### config.mk
export PLATFORM = sky130hd
export DESIGN_NAME = ach_host_flat
export DESIGN_NICKNAME = d
export VERILOG_FILES = /design/src/verilog/ach_pkg.sv /design/src/verilog/ach_if.sv /design/src/verilog/ach_host.sv /design/src/flat_wrapper.sv
export VERILOG_INCLUDE_DIRS = /design/src /design/src/verilog
export SDC_FILE = /design/constraint.sdc
export NUM_CORES = 1
export LEC_CHECK = 0
export BUFFER_PORTS_ARGS = -buffer_cell sky130_fd_sc_hd__buf_2
export CAP_MARGIN = 20
export CORE_MARGIN = 10
export CORE_UTILIZATION = 49
export CTS_BUF_LIST = sky130_fd_sc_hd__clkbuf_8
export DETAILED_ROUTE_END_ITERATION = 6
export GPL_TIMING_DRIVEN = 0
export PLACE_DENSITY = 0.67
export SETUP_SLACK_MARGIN = 0.3
export SLEW_MARGIN = 20
export SYNTH_ARGS = -nofsm -noshare
export SYNTH_HDL_FRONTEND = slang
export SYNTH_SLANG_ARGS = --single-unit
### constraint.sdc
create_clock -name core_clk_i -period 2.65 [get_ports core_clk_i]
set_clock_uncertainty 0.15 [all_clocks]
set_input_delay 0.3975 -clock core_clk_i [delete_from_list [all_inputs] [get_ports core_clk_i]]
set_output_delay 0.3975 -clock core_clk_i [all_outputs]
set_load 0.02 [all_outputs]
### src/verilog/ach_defines.svh
// timing and width constants for the conversion handshake
`ifndef ACH_DEFINES_SVH
`define ACH_DEFINES_SVH
`define ACH_CLK_PERIOD_NS 25
`define ACH_DATA_W 14
`define ACH_CONV_TYP_NS 330
`define ACH_CONV_MAX_NS 400
`define ACH_ACQ_MAX_NS 100
`define ACH_THRU_NS 454
`define ACH_SETUP_NS 20
`define ACH_REF_SETTLE_MS 5
// host holds start low this many cycles so the two-flop sampler sees it
`define ACH_START_LOW_CYC 5
// conversion: typical time, rounded down so the maximum is never exceeded
`define ACH_CONV_CYC (`ACH_CONV_TYP_NS / `ACH_CLK_PERIOD_NS)
// data setup after busy rises: least time, rounded up
`define ACH_SETUP_CYC ((`ACH_SETUP_NS + `ACH_CLK_PERIOD_NS - 1) / `ACH_CLK_PERIOD_NS)
// start spacing: least time, rounded up
`define ACH_THRU_CYC ((`ACH_THRU_NS + `ACH_CLK_PERIOD_NS - 1) / `ACH_CLK_PERIOD_NS)
// reference settle: 5 ms at 40 MHz
`define ACH_REF_SETTLE_CYC (`ACH_REF_SETTLE_MS * 1000000 / `ACH_CLK_PERIOD_NS)
`define ACH_CNT_W 18
`endif

### src/verilog/ach_pkg.sv
// types shared by both ends of the conversion handshake
package ach_pkg;
  `include "ach_defines.svh"
  typedef logic [`ACH_DATA_W-1:0] ach_word_t;
  typedef logic [`ACH_CNT_W-1:0] ach_cnt_t;
  typedef enum logic [1:0] {
    ACH_DEV_IDLE = 2'b01,
    ACH_DEV_CONV = 2'b10
  } ach_dev_state_e;
  typedef enum logic [3:0] {
    ACH_HOST_SETTLE = 4'b0001,
    ACH_HOST_READY = 4'b0010,
    ACH_HOST_WAIT = 4'b0100,
    ACH_HOST_SETUP = 4'b1000
  } ach_host_state_e;
endpackage
### src/verilog/ach_if.sv
// pins between converter and host
`timescale 1ns/1ps
`include "ach_defines.svh"
interface ach_if;
  logic conversion_start_n;
  logic busy_n;
  logic [`ACH_DATA_W-1:0] data;
  modport device (input conversion_start_n, output busy_n, output data);
  modport host (output conversion_start_n, input busy_n, input data);
endinterface

### src/verilog/ach_host.sv
// host end: paced starts and result capture
`timescale 1ns/1ps
`include "ach_defines.svh"
module ach_host
  import ach_pkg::*;
#(
  parameter int SETTLE_CYC = `ACH_REF_SETTLE_CYC
)
(
  input wire logic core_clk_i,
  input wire logic resetn_i,
  ach_if.host link,
  input wire logic start_req_i,
  input wire logic ref_changed_i,
  output logic ready_o,
  output logic result_valid_o,
  output logic [`ACH_DATA_W-1:0] result_o
);
  // ---------------------------------------------------------------
  // busy synchroniser
  // ---------------------------------------------------------------
  logic busy_meta_reg;
  logic busy_sync_reg;
  logic busy_last_reg;
  always_ff @(posedge core_clk_i or negedge resetn_i) begin
    if (!resetn_i) begin
      busy_meta_reg <= 1'b1;
      busy_sync_reg <= 1'b1;
      busy_last_reg <= 1'b1;
    end else begin
      busy_meta_reg <= link.busy_n;
      busy_sync_reg <= busy_meta_reg;
      busy_last_reg <= busy_sync_reg;
    end
  end
  // ---------------------------------------------------------------
  // sequencing
  // ---------------------------------------------------------------
  ach_host_state_e state_reg;
  ach_cnt_t cnt_reg;
  ach_cnt_t gap_reg;
  logic start_n_reg;
  logic valid_reg;
  ach_word_t result_reg;
  logic busy_rise;
  logic go;
  assign busy_rise = ~busy_last_reg & busy_sync_reg;
  assign go = (state_reg == ACH_HOST_READY) && start_req_i && (gap_reg == '0);
  always_ff @(posedge core_clk_i or negedge resetn_i) begin
    if (!resetn_i) begin
      state_reg <= ACH_HOST_SETTLE;
      cnt_reg <= '0;
    end else if (ref_changed_i) begin
      state_reg <= ACH_HOST_SETTLE;
      cnt_reg <= '0;
    end else begin
      unique case (state_reg)
        ACH_HOST_SETTLE: begin
          cnt_reg <= cnt_reg + ach_cnt_t'(1);
          if (cnt_reg >= ach_cnt_t'(SETTLE_CYC - 1)) begin
            state_reg <= ACH_HOST_READY;
          end
        end
        ACH_HOST_READY: begin
          cnt_reg <= '0;
          if (go) begin
            state_reg <= ACH_HOST_WAIT;
          end
        end
        ACH_HOST_WAIT: begin
          if (busy_rise) begin
            state_reg <= ACH_HOST_SETUP;
          end
        end
        ACH_HOST_SETUP: begin
          cnt_reg <= cnt_reg + ach_cnt_t'(1);
          // synchroniser delay already exceeds the setup, count adds margin
          if (cnt_reg >= ach_cnt_t'(`ACH_SETUP_CYC - 1)) begin
            state_reg <= ACH_HOST_READY;
            cnt_reg <= '0;
          end
        end
      endcase
    end
  end
  // spacing between start edges
  always_ff @(posedge core_clk_i or negedge resetn_i) begin
    if (!resetn_i) begin
      gap_reg <= '0;
    end else if (go) begin
      gap_reg <= ach_cnt_t'(`ACH_THRU_CYC - 1);
    end else if (gap_reg != '0) begin
      gap_reg <= gap_reg - ach_cnt_t'(1);
    end
  end
  // start held low for a few cycles so the device sees the edge
  always_ff @(posedge core_clk_i or negedge resetn_i) begin
    if (!resetn_i) begin
      start_n_reg <= 1'b1;
    end else if (go) begin
      start_n_reg <= 1'b0;
    end else if (gap_reg == ach_cnt_t'(`ACH_THRU_CYC - `ACH_START_LOW_CYC)) begin
      start_n_reg <= 1'b1;
    end
  end
  always_ff @(posedge core_clk_i or negedge resetn_i) begin
    if (!resetn_i) begin
      result_reg <= '0;
      valid_reg <= 1'b0;
    end else begin
      valid_reg <= 1'b0;
      if (state_reg == ACH_HOST_SETUP && cnt_reg >= ach_cnt_t'(`ACH_SETUP_CYC - 1)
          && !ref_changed_i) begin
        result_reg <= link.data;
        valid_reg <= 1'b1;
      end
    end
  end
  logic ready_reg;
  always_ff @(posedge core_clk_i or negedge resetn_i) begin
    if (!resetn_i) begin
      ready_reg <= 1'b0;
    end else begin
      ready_reg <= (state_reg == ACH_HOST_READY) && !go && !ref_changed_i;
    end
  end
  assign link.conversion_start_n = start_n_reg;
  assign ready_o = ready_reg;
  assign result_valid_o = valid_reg;
  assign result_o = result_reg;
endmodule // ach_host

### src/flat_wrapper.sv
// flat-port wrapper written by rule: the top's interface ports become plain ports
module ach_host_flat import ach_pkg::*;
#(
  parameter int SETTLE_CYC = `ACH_REF_SETTLE_CYC
)
  (core_clk_i, resetn_i, start_req_i, ref_changed_i, ready_o, result_valid_o, result_o, link_conversion_start_n, link_busy_n, link_data);
  ach_if link_i ();
  input wire logic core_clk_i;
  input wire logic resetn_i;
  input wire logic start_req_i;
  input wire logic ref_changed_i;
  output logic ready_o;
  output logic result_valid_o;
  output logic [`ACH_DATA_W-1:0] result_o;
  output wire logic [$bits(link_i.conversion_start_n)-1:0] link_conversion_start_n;
  input wire logic [$bits(link_i.busy_n)-1:0] link_busy_n;
  input wire logic [$bits(link_i.data)-1:0] link_data;
  assign link_conversion_start_n = link_i.conversion_start_n;
  assign link_i.busy_n = link_busy_n;
  assign link_i.data = link_data;
  ach_host #(.SETTLE_CYC(SETTLE_CYC)) u_core (.core_clk_i(core_clk_i), .resetn_i(resetn_i), .link(link_i), .start_req_i(start_req_i), .ref_changed_i(ref_changed_i), .ready_o(ready_o), .result_valid_o(result_valid_o), .result_o(result_o));
endmodule
==> metrics.txt <==
# TYPE chip_impl_metric gauge
chip_impl_metric{name="grt_antenna_before_repair",unit=""} 0
chip_impl_info{name="violations",value="hold timing"} 1
chip_impl_info{name="synth_top_family_by_area",value="simple AND/OR/NAND/NOR gates"} 1
chip_impl_metric{name="netlist-cell-type-count",unit=""} 43
chip_impl_metric{name="initial_utilization",unit="%"} 50.81
chip_impl_metric{name="clock_sink_count",unit=""} 60
chip_impl_info{name="cp-startpoint",value="u_core.gap_reg[6]"} 1
chip_impl_info{name="post_synth_most_frequent_cells",value="55 x sky130_fd_sc_hd__dfrtp_1, 27 x sky130_fd_sc_hd__o21ai_0, 24 x sky130_fd_sc_hd__nor2_1, 20 x sky130_fd_sc_hd__nand2_1, 15 x sky130_fd_sc_hd__mux2_2"} 1
chip_impl_metric{name="io_pins",unit=""} 36
chip_impl_metric{name="ys_seq_area_share",unit="%"} 53.56
chip_impl_metric{name="final_net_count",unit=""} 347
chip_impl_metric{name="yosysTopAreaCellShare",unit="%"} 48.89
chip_impl_metric{name="period_minus_slack",unit="ps"} 2259
chip_impl_metric{name="detail_route.first_pass.iterations",unit=""} 5
chip_impl_metric{name="yosys_register_bits",unit=""} 60
chip_impl_metric{name="design.core.area",unit="µm²"} 5540
chip_impl_metric{name="antenna_cells",unit=""} 0
chip_impl_metric{name="drt_iter0_drc",unit=""} 137
chip_impl_metric{name="finalWeightedCongestion",unit=""} 0.7955
chip_impl_metric{name="routed-via-count",unit=""} 2265
chip_impl_info{name="startpoint_type",value="flip-flop"} 1
chip_impl_metric{name="insertion_delay_to_the_later_sink_of_the_worst_skew_pair",unit="ps"} 340
chip_impl_metric{name="tritoncts.num_buffers",unit=""} 9
chip_impl_metric{name="synthesis.nets",unit=""} 291
chip_impl_metric{name="number_of_global_route_vias_before_repair",unit=""} 2165
chip_impl_metric{name="worst_pin_slew",unit="ps"} 758.2
chip_impl_metric{name="peakVddDrop",unit="mV"} 0.4523
chip_impl_metric{name="cellLeakagePower",unit="µW"} 0.001637
chip_impl_metric{name="yosys.area_share.simple",unit="%"} 19.78
chip_impl_metric{name="grt_max_degree",unit=""} 61
chip_impl_metric{name="count_of_placed_standard_cells_including_taps",unit=""} 376
chip_impl_metric{name="yosys.area_share.xor_xnor",unit="%"} 3.111
chip_impl_metric{name="postLayoutSetupSlackWorst",unit="ps"} 391.3
chip_impl_metric{name="layout-drive-gt1-share",unit="%"} 30.61
chip_impl_info{name="synth.top_cells.by_area",value="sky130_fd_sc_hd__dfrtp_1 49%, sky130_fd_sc_hd__mux2_2 6.0%, sky130_fd_sc_hd__o21ai_0 4.8%"} 1
chip_impl_metric{name="timing.slew.headroom",unit="%"} 49.07
chip_impl_metric{name="num_rows",unit=""} 27
chip_impl_metric{name="chipWidth",unit="µm"} 95.80
chip_impl_metric{name="globalRoute.totalOverflow",unit=""} 0
chip_impl_info{name="ctsRootBufferMaster",value="sky130_fd_sc_hd__clkbuf_8"} 1
chip_impl_metric{name="synth-edff-count",unit=""} 0
chip_impl_info{name="min-delay-path-class",value="input pin to asynchronous set/reset pin"} 1
chip_impl_metric{name="critical_path_required",unit="ps"} 2720
chip_impl_info{name="end_kind",value="flip-flop"} 1
chip_impl_info{name="criticalPathCategory",value="flip-flop to flip-flop"} 1
chip_impl_metric{name="clock.fmax",unit="MHz"} 442.7
chip_impl_metric{name="die_h",unit="µm"} 95.80
chip_impl_metric{name="cp.arrival",unit="ps"} 2320
chip_impl_metric{name="die-area",unit="µm²"} 9177
chip_impl_info{name="clock_tree_from_tritoncts",value="built"} 1
chip_impl_metric{name="detail_route.wirelength",unit="µm"} 6031
chip_impl_metric{name="layout-area-overhead-vs-synth",unit="%"} 23.42
chip_impl_metric{name="final_routed_wire_length_divided_by_cell_count",unit="µm"} 15.00
chip_impl_info{name="status",value="complete, but fails checks"} 1
chip_impl_metric{name="grt_use_total",unit="%"} 14.17
chip_impl_metric{name="synth-async-reset-ratio",unit="%"} 100.0
chip_impl_metric{name="timing.hold.ws",unit="ps"} -22.23
chip_impl_metric{name="timing.final.crit_share",unit="%"} 85.23
chip_impl_info{name="synth_top_area_cell",value="sky130_fd_sc_hd__dfrtp_1"} 1
chip_impl_metric{name="cell_pwr_density",unit="nW/µm²"} 807.8
chip_impl_metric{name="slew_violations",unit=""} 0
chip_impl_metric{name="crit_fanout",unit=""} 7
chip_impl_metric{name="yosys_warnings",unit=""} 0
chip_impl_metric{name="pre_cts_slack",unit="ps"} 79.13
chip_impl_metric{name="synth_instances",unit=""} 269
chip_impl_metric{name="drv.max_cap_violation_count",unit=""} 0
chip_impl_metric{name="final_count_of_hold_timing_violations",unit=""} 22
chip_impl_metric{name="route.detailed.vias_per_inst",unit=""} 5.634
chip_impl_metric{name="worst_setup_hold_path_clk_slew",unit="ps"} 70
chip_impl_metric{name="yosys.area_share.adder",unit="%"} 1.333
chip_impl_metric{name="synth.area.mux_share",unit="%"} 6.356
chip_impl_metric{name="final_cells",unit=""} 402
chip_impl_metric{name="synth-compound-area-share",unit="%"} 13.07
chip_impl_metric{name="number_of_levels_in_the_clock_h_tree",unit=""} 3
chip_impl_metric{name="port_buffers",unit=""} 35
chip_impl_info{name="rsz0062_at_grt",value="yes"} 1
chip_impl_metric{name="cts.path.max_buffers",unit=""} 2
chip_impl_metric{name="drc",unit=""} 0
chip_impl_metric{name="drt.antenna.violating_nets",unit=""} 0
chip_impl_metric{name="finalSetupViolCount",unit=""} 0
chip_impl_metric{name="post_synth_instance_area",unit="µm²"} 2815
chip_impl_info{name="synth-main-ff-cell",value="sky130_fd_sc_hd__dfrtp_1"} 1
chip_impl_info{name="critical_path.reg2reg.startpoint",value="u_core.gap_reg[6]"} 1
chip_impl_info{name="synth.most_common_cell",value="sky130_fd_sc_hd__dfrtp_1"} 1
chip_impl_metric{name="grt_first_pass_wirelength",unit="µm"} 10230
chip_impl_metric{name="dpl.hpwl",unit="µm"} 4025
chip_impl_metric{name="synthesis.area_per_instance",unit="µm²"} 10.47
chip_impl_metric{name="setup_total_negative_slack",unit="ps"} 0
-- final timing paths --
kind	end	slack [ps]	cells after the start
max	u_core.gap_reg[3]	390	7
min	u_core.cnt_reg[11]	-20	1
max reg2reg	u_core.gap_reg[3]	390	7
min reg2reg	u_core.busy_sync_reg	200	0
max in group asynchronous	u_core.gap_reg[5]	1870	1
min in group core_clk_i	u_core.result_o[6]	140	2
-- metal layers --
layer  vias up  share of wire [%]  GRT usage, %
met5         -                  0             0
met4         0                1.7         5.528
met3        11                6.7         6.615
met2        60                 46         20.71
met1      1094                 46         17.81
li1       1100                  -             -
-- what timing repair did --
action | 4_1_cts | 5_1_grt
endpoints found under the setup margin | 13 | 26
hold buffers | 1 | 0
gates resized for setup | 5 | 18
endpoints found under the hold margin | 1 | 0
setup buffers | 6 | 3
pin swaps | 2 | 4
-- report_power, final --
part	total, µW	switching [µW]	internal, µW
clock	1000	360	644
combinational	591	296	296
sequential	1210	155	1060
total	2810	811	2000
-- layout by cell type (no fill, tap or decap), types with 4 or more instances in the layout --
cell	count
sky130_fd_sc_hd__dfrtp_1	55
sky130_fd_sc_hd__buf_2	36
sky130_fd_sc_hd__o21ai_0	27
sky130_fd_sc_hd__nor2_1	22
sky130_fd_sc_hd__nand2_1	20
sky130_fd_sc_hd__mux2_2	15
sky130_fd_sc_hd__nand3_1	11
sky130_fd_sc_hd__nor3_1	10
sky130_fd_sc_hd__clkbuf_8	10
sky130_fd_sc_hd__buf_4	10
sky130_fd_sc_hd__clkbuf_1	7
sky130_fd_sc_hd__o31ai_1	7
sky130_fd_sc_hd__nand4_1	6
sky130_fd_sc_hd__inv_1	6
sky130_fd_sc_hd__xnor2_1	5
sky130_fd_sc_hd__nor4_1	5
sky130_fd_sc_hd__xor2_1	5
sky130_fd_sc_hd__dfstp_2	5
sky130_fd_sc_hd__a21oi_1	4
sky130_fd_sc_hd__a21o_1	4
-- cells by family (layout without fill, tap and decap cells) --
| group | after synthesis | count (layout) |
|---|---|---|
| muxes | 16 | 16 |
| DFF | 60 | 60 |
| buffers and inverters | 20 | 81 |
| adders and majority gates | 3 | 3 |
| and+or+nand+nor | 103 | 103 |
| AOI/OAI and AO/OA | 57 | 57 |
| xor gates and xnor gates | 10 | 10 |
-- worst max-delay path, stage by stage (launching register included) --
cell,delay (ps)
sky130_fd_sc_hd__dfrtp_1,400
sky130_fd_sc_hd__or4_1,500
sky130_fd_sc_hd__buf_2,190
sky130_fd_sc_hd__nor4_4,300
sky130_fd_sc_hd__and2_4,200
sky130_fd_sc_hd__buf_6,110
sky130_fd_sc_hd__nor2_1,40
sky130_fd_sc_hd__mux2_2,250
-- per-stage QoR --
step	utilization (%)	power, µW	area (µm²)	hold slack, ps
after floorplan	-	1538	2815	-48.09
after global placement	55.60	1653	3080	196.6
after detailed placement	55.65	1678	3083	197.3
after CTS	61.36	2762	3400	5.089
after global routing	62.71	2978	3475	36.10
final	62.71	2807	3475	-22.23
-- cell type report --
| class | count | area [µm²] |
|---|---|---|
| buffer | 13 | 68.82 |
| sequential | 60 | 1508 |
| fill | 466 | 2066 |
| clock buffer | 10 | 137.6 |
| tap | 72 | 90.09 |
| clock inverter | 6 | 103.9 |
| timing repair buffer | 45 | 255.2 |
| multi-input combinational | 189 | 1285 |
| inverter | 7 | 26.28 |
No activity file was read; power rests on OpenSTA's default activity.
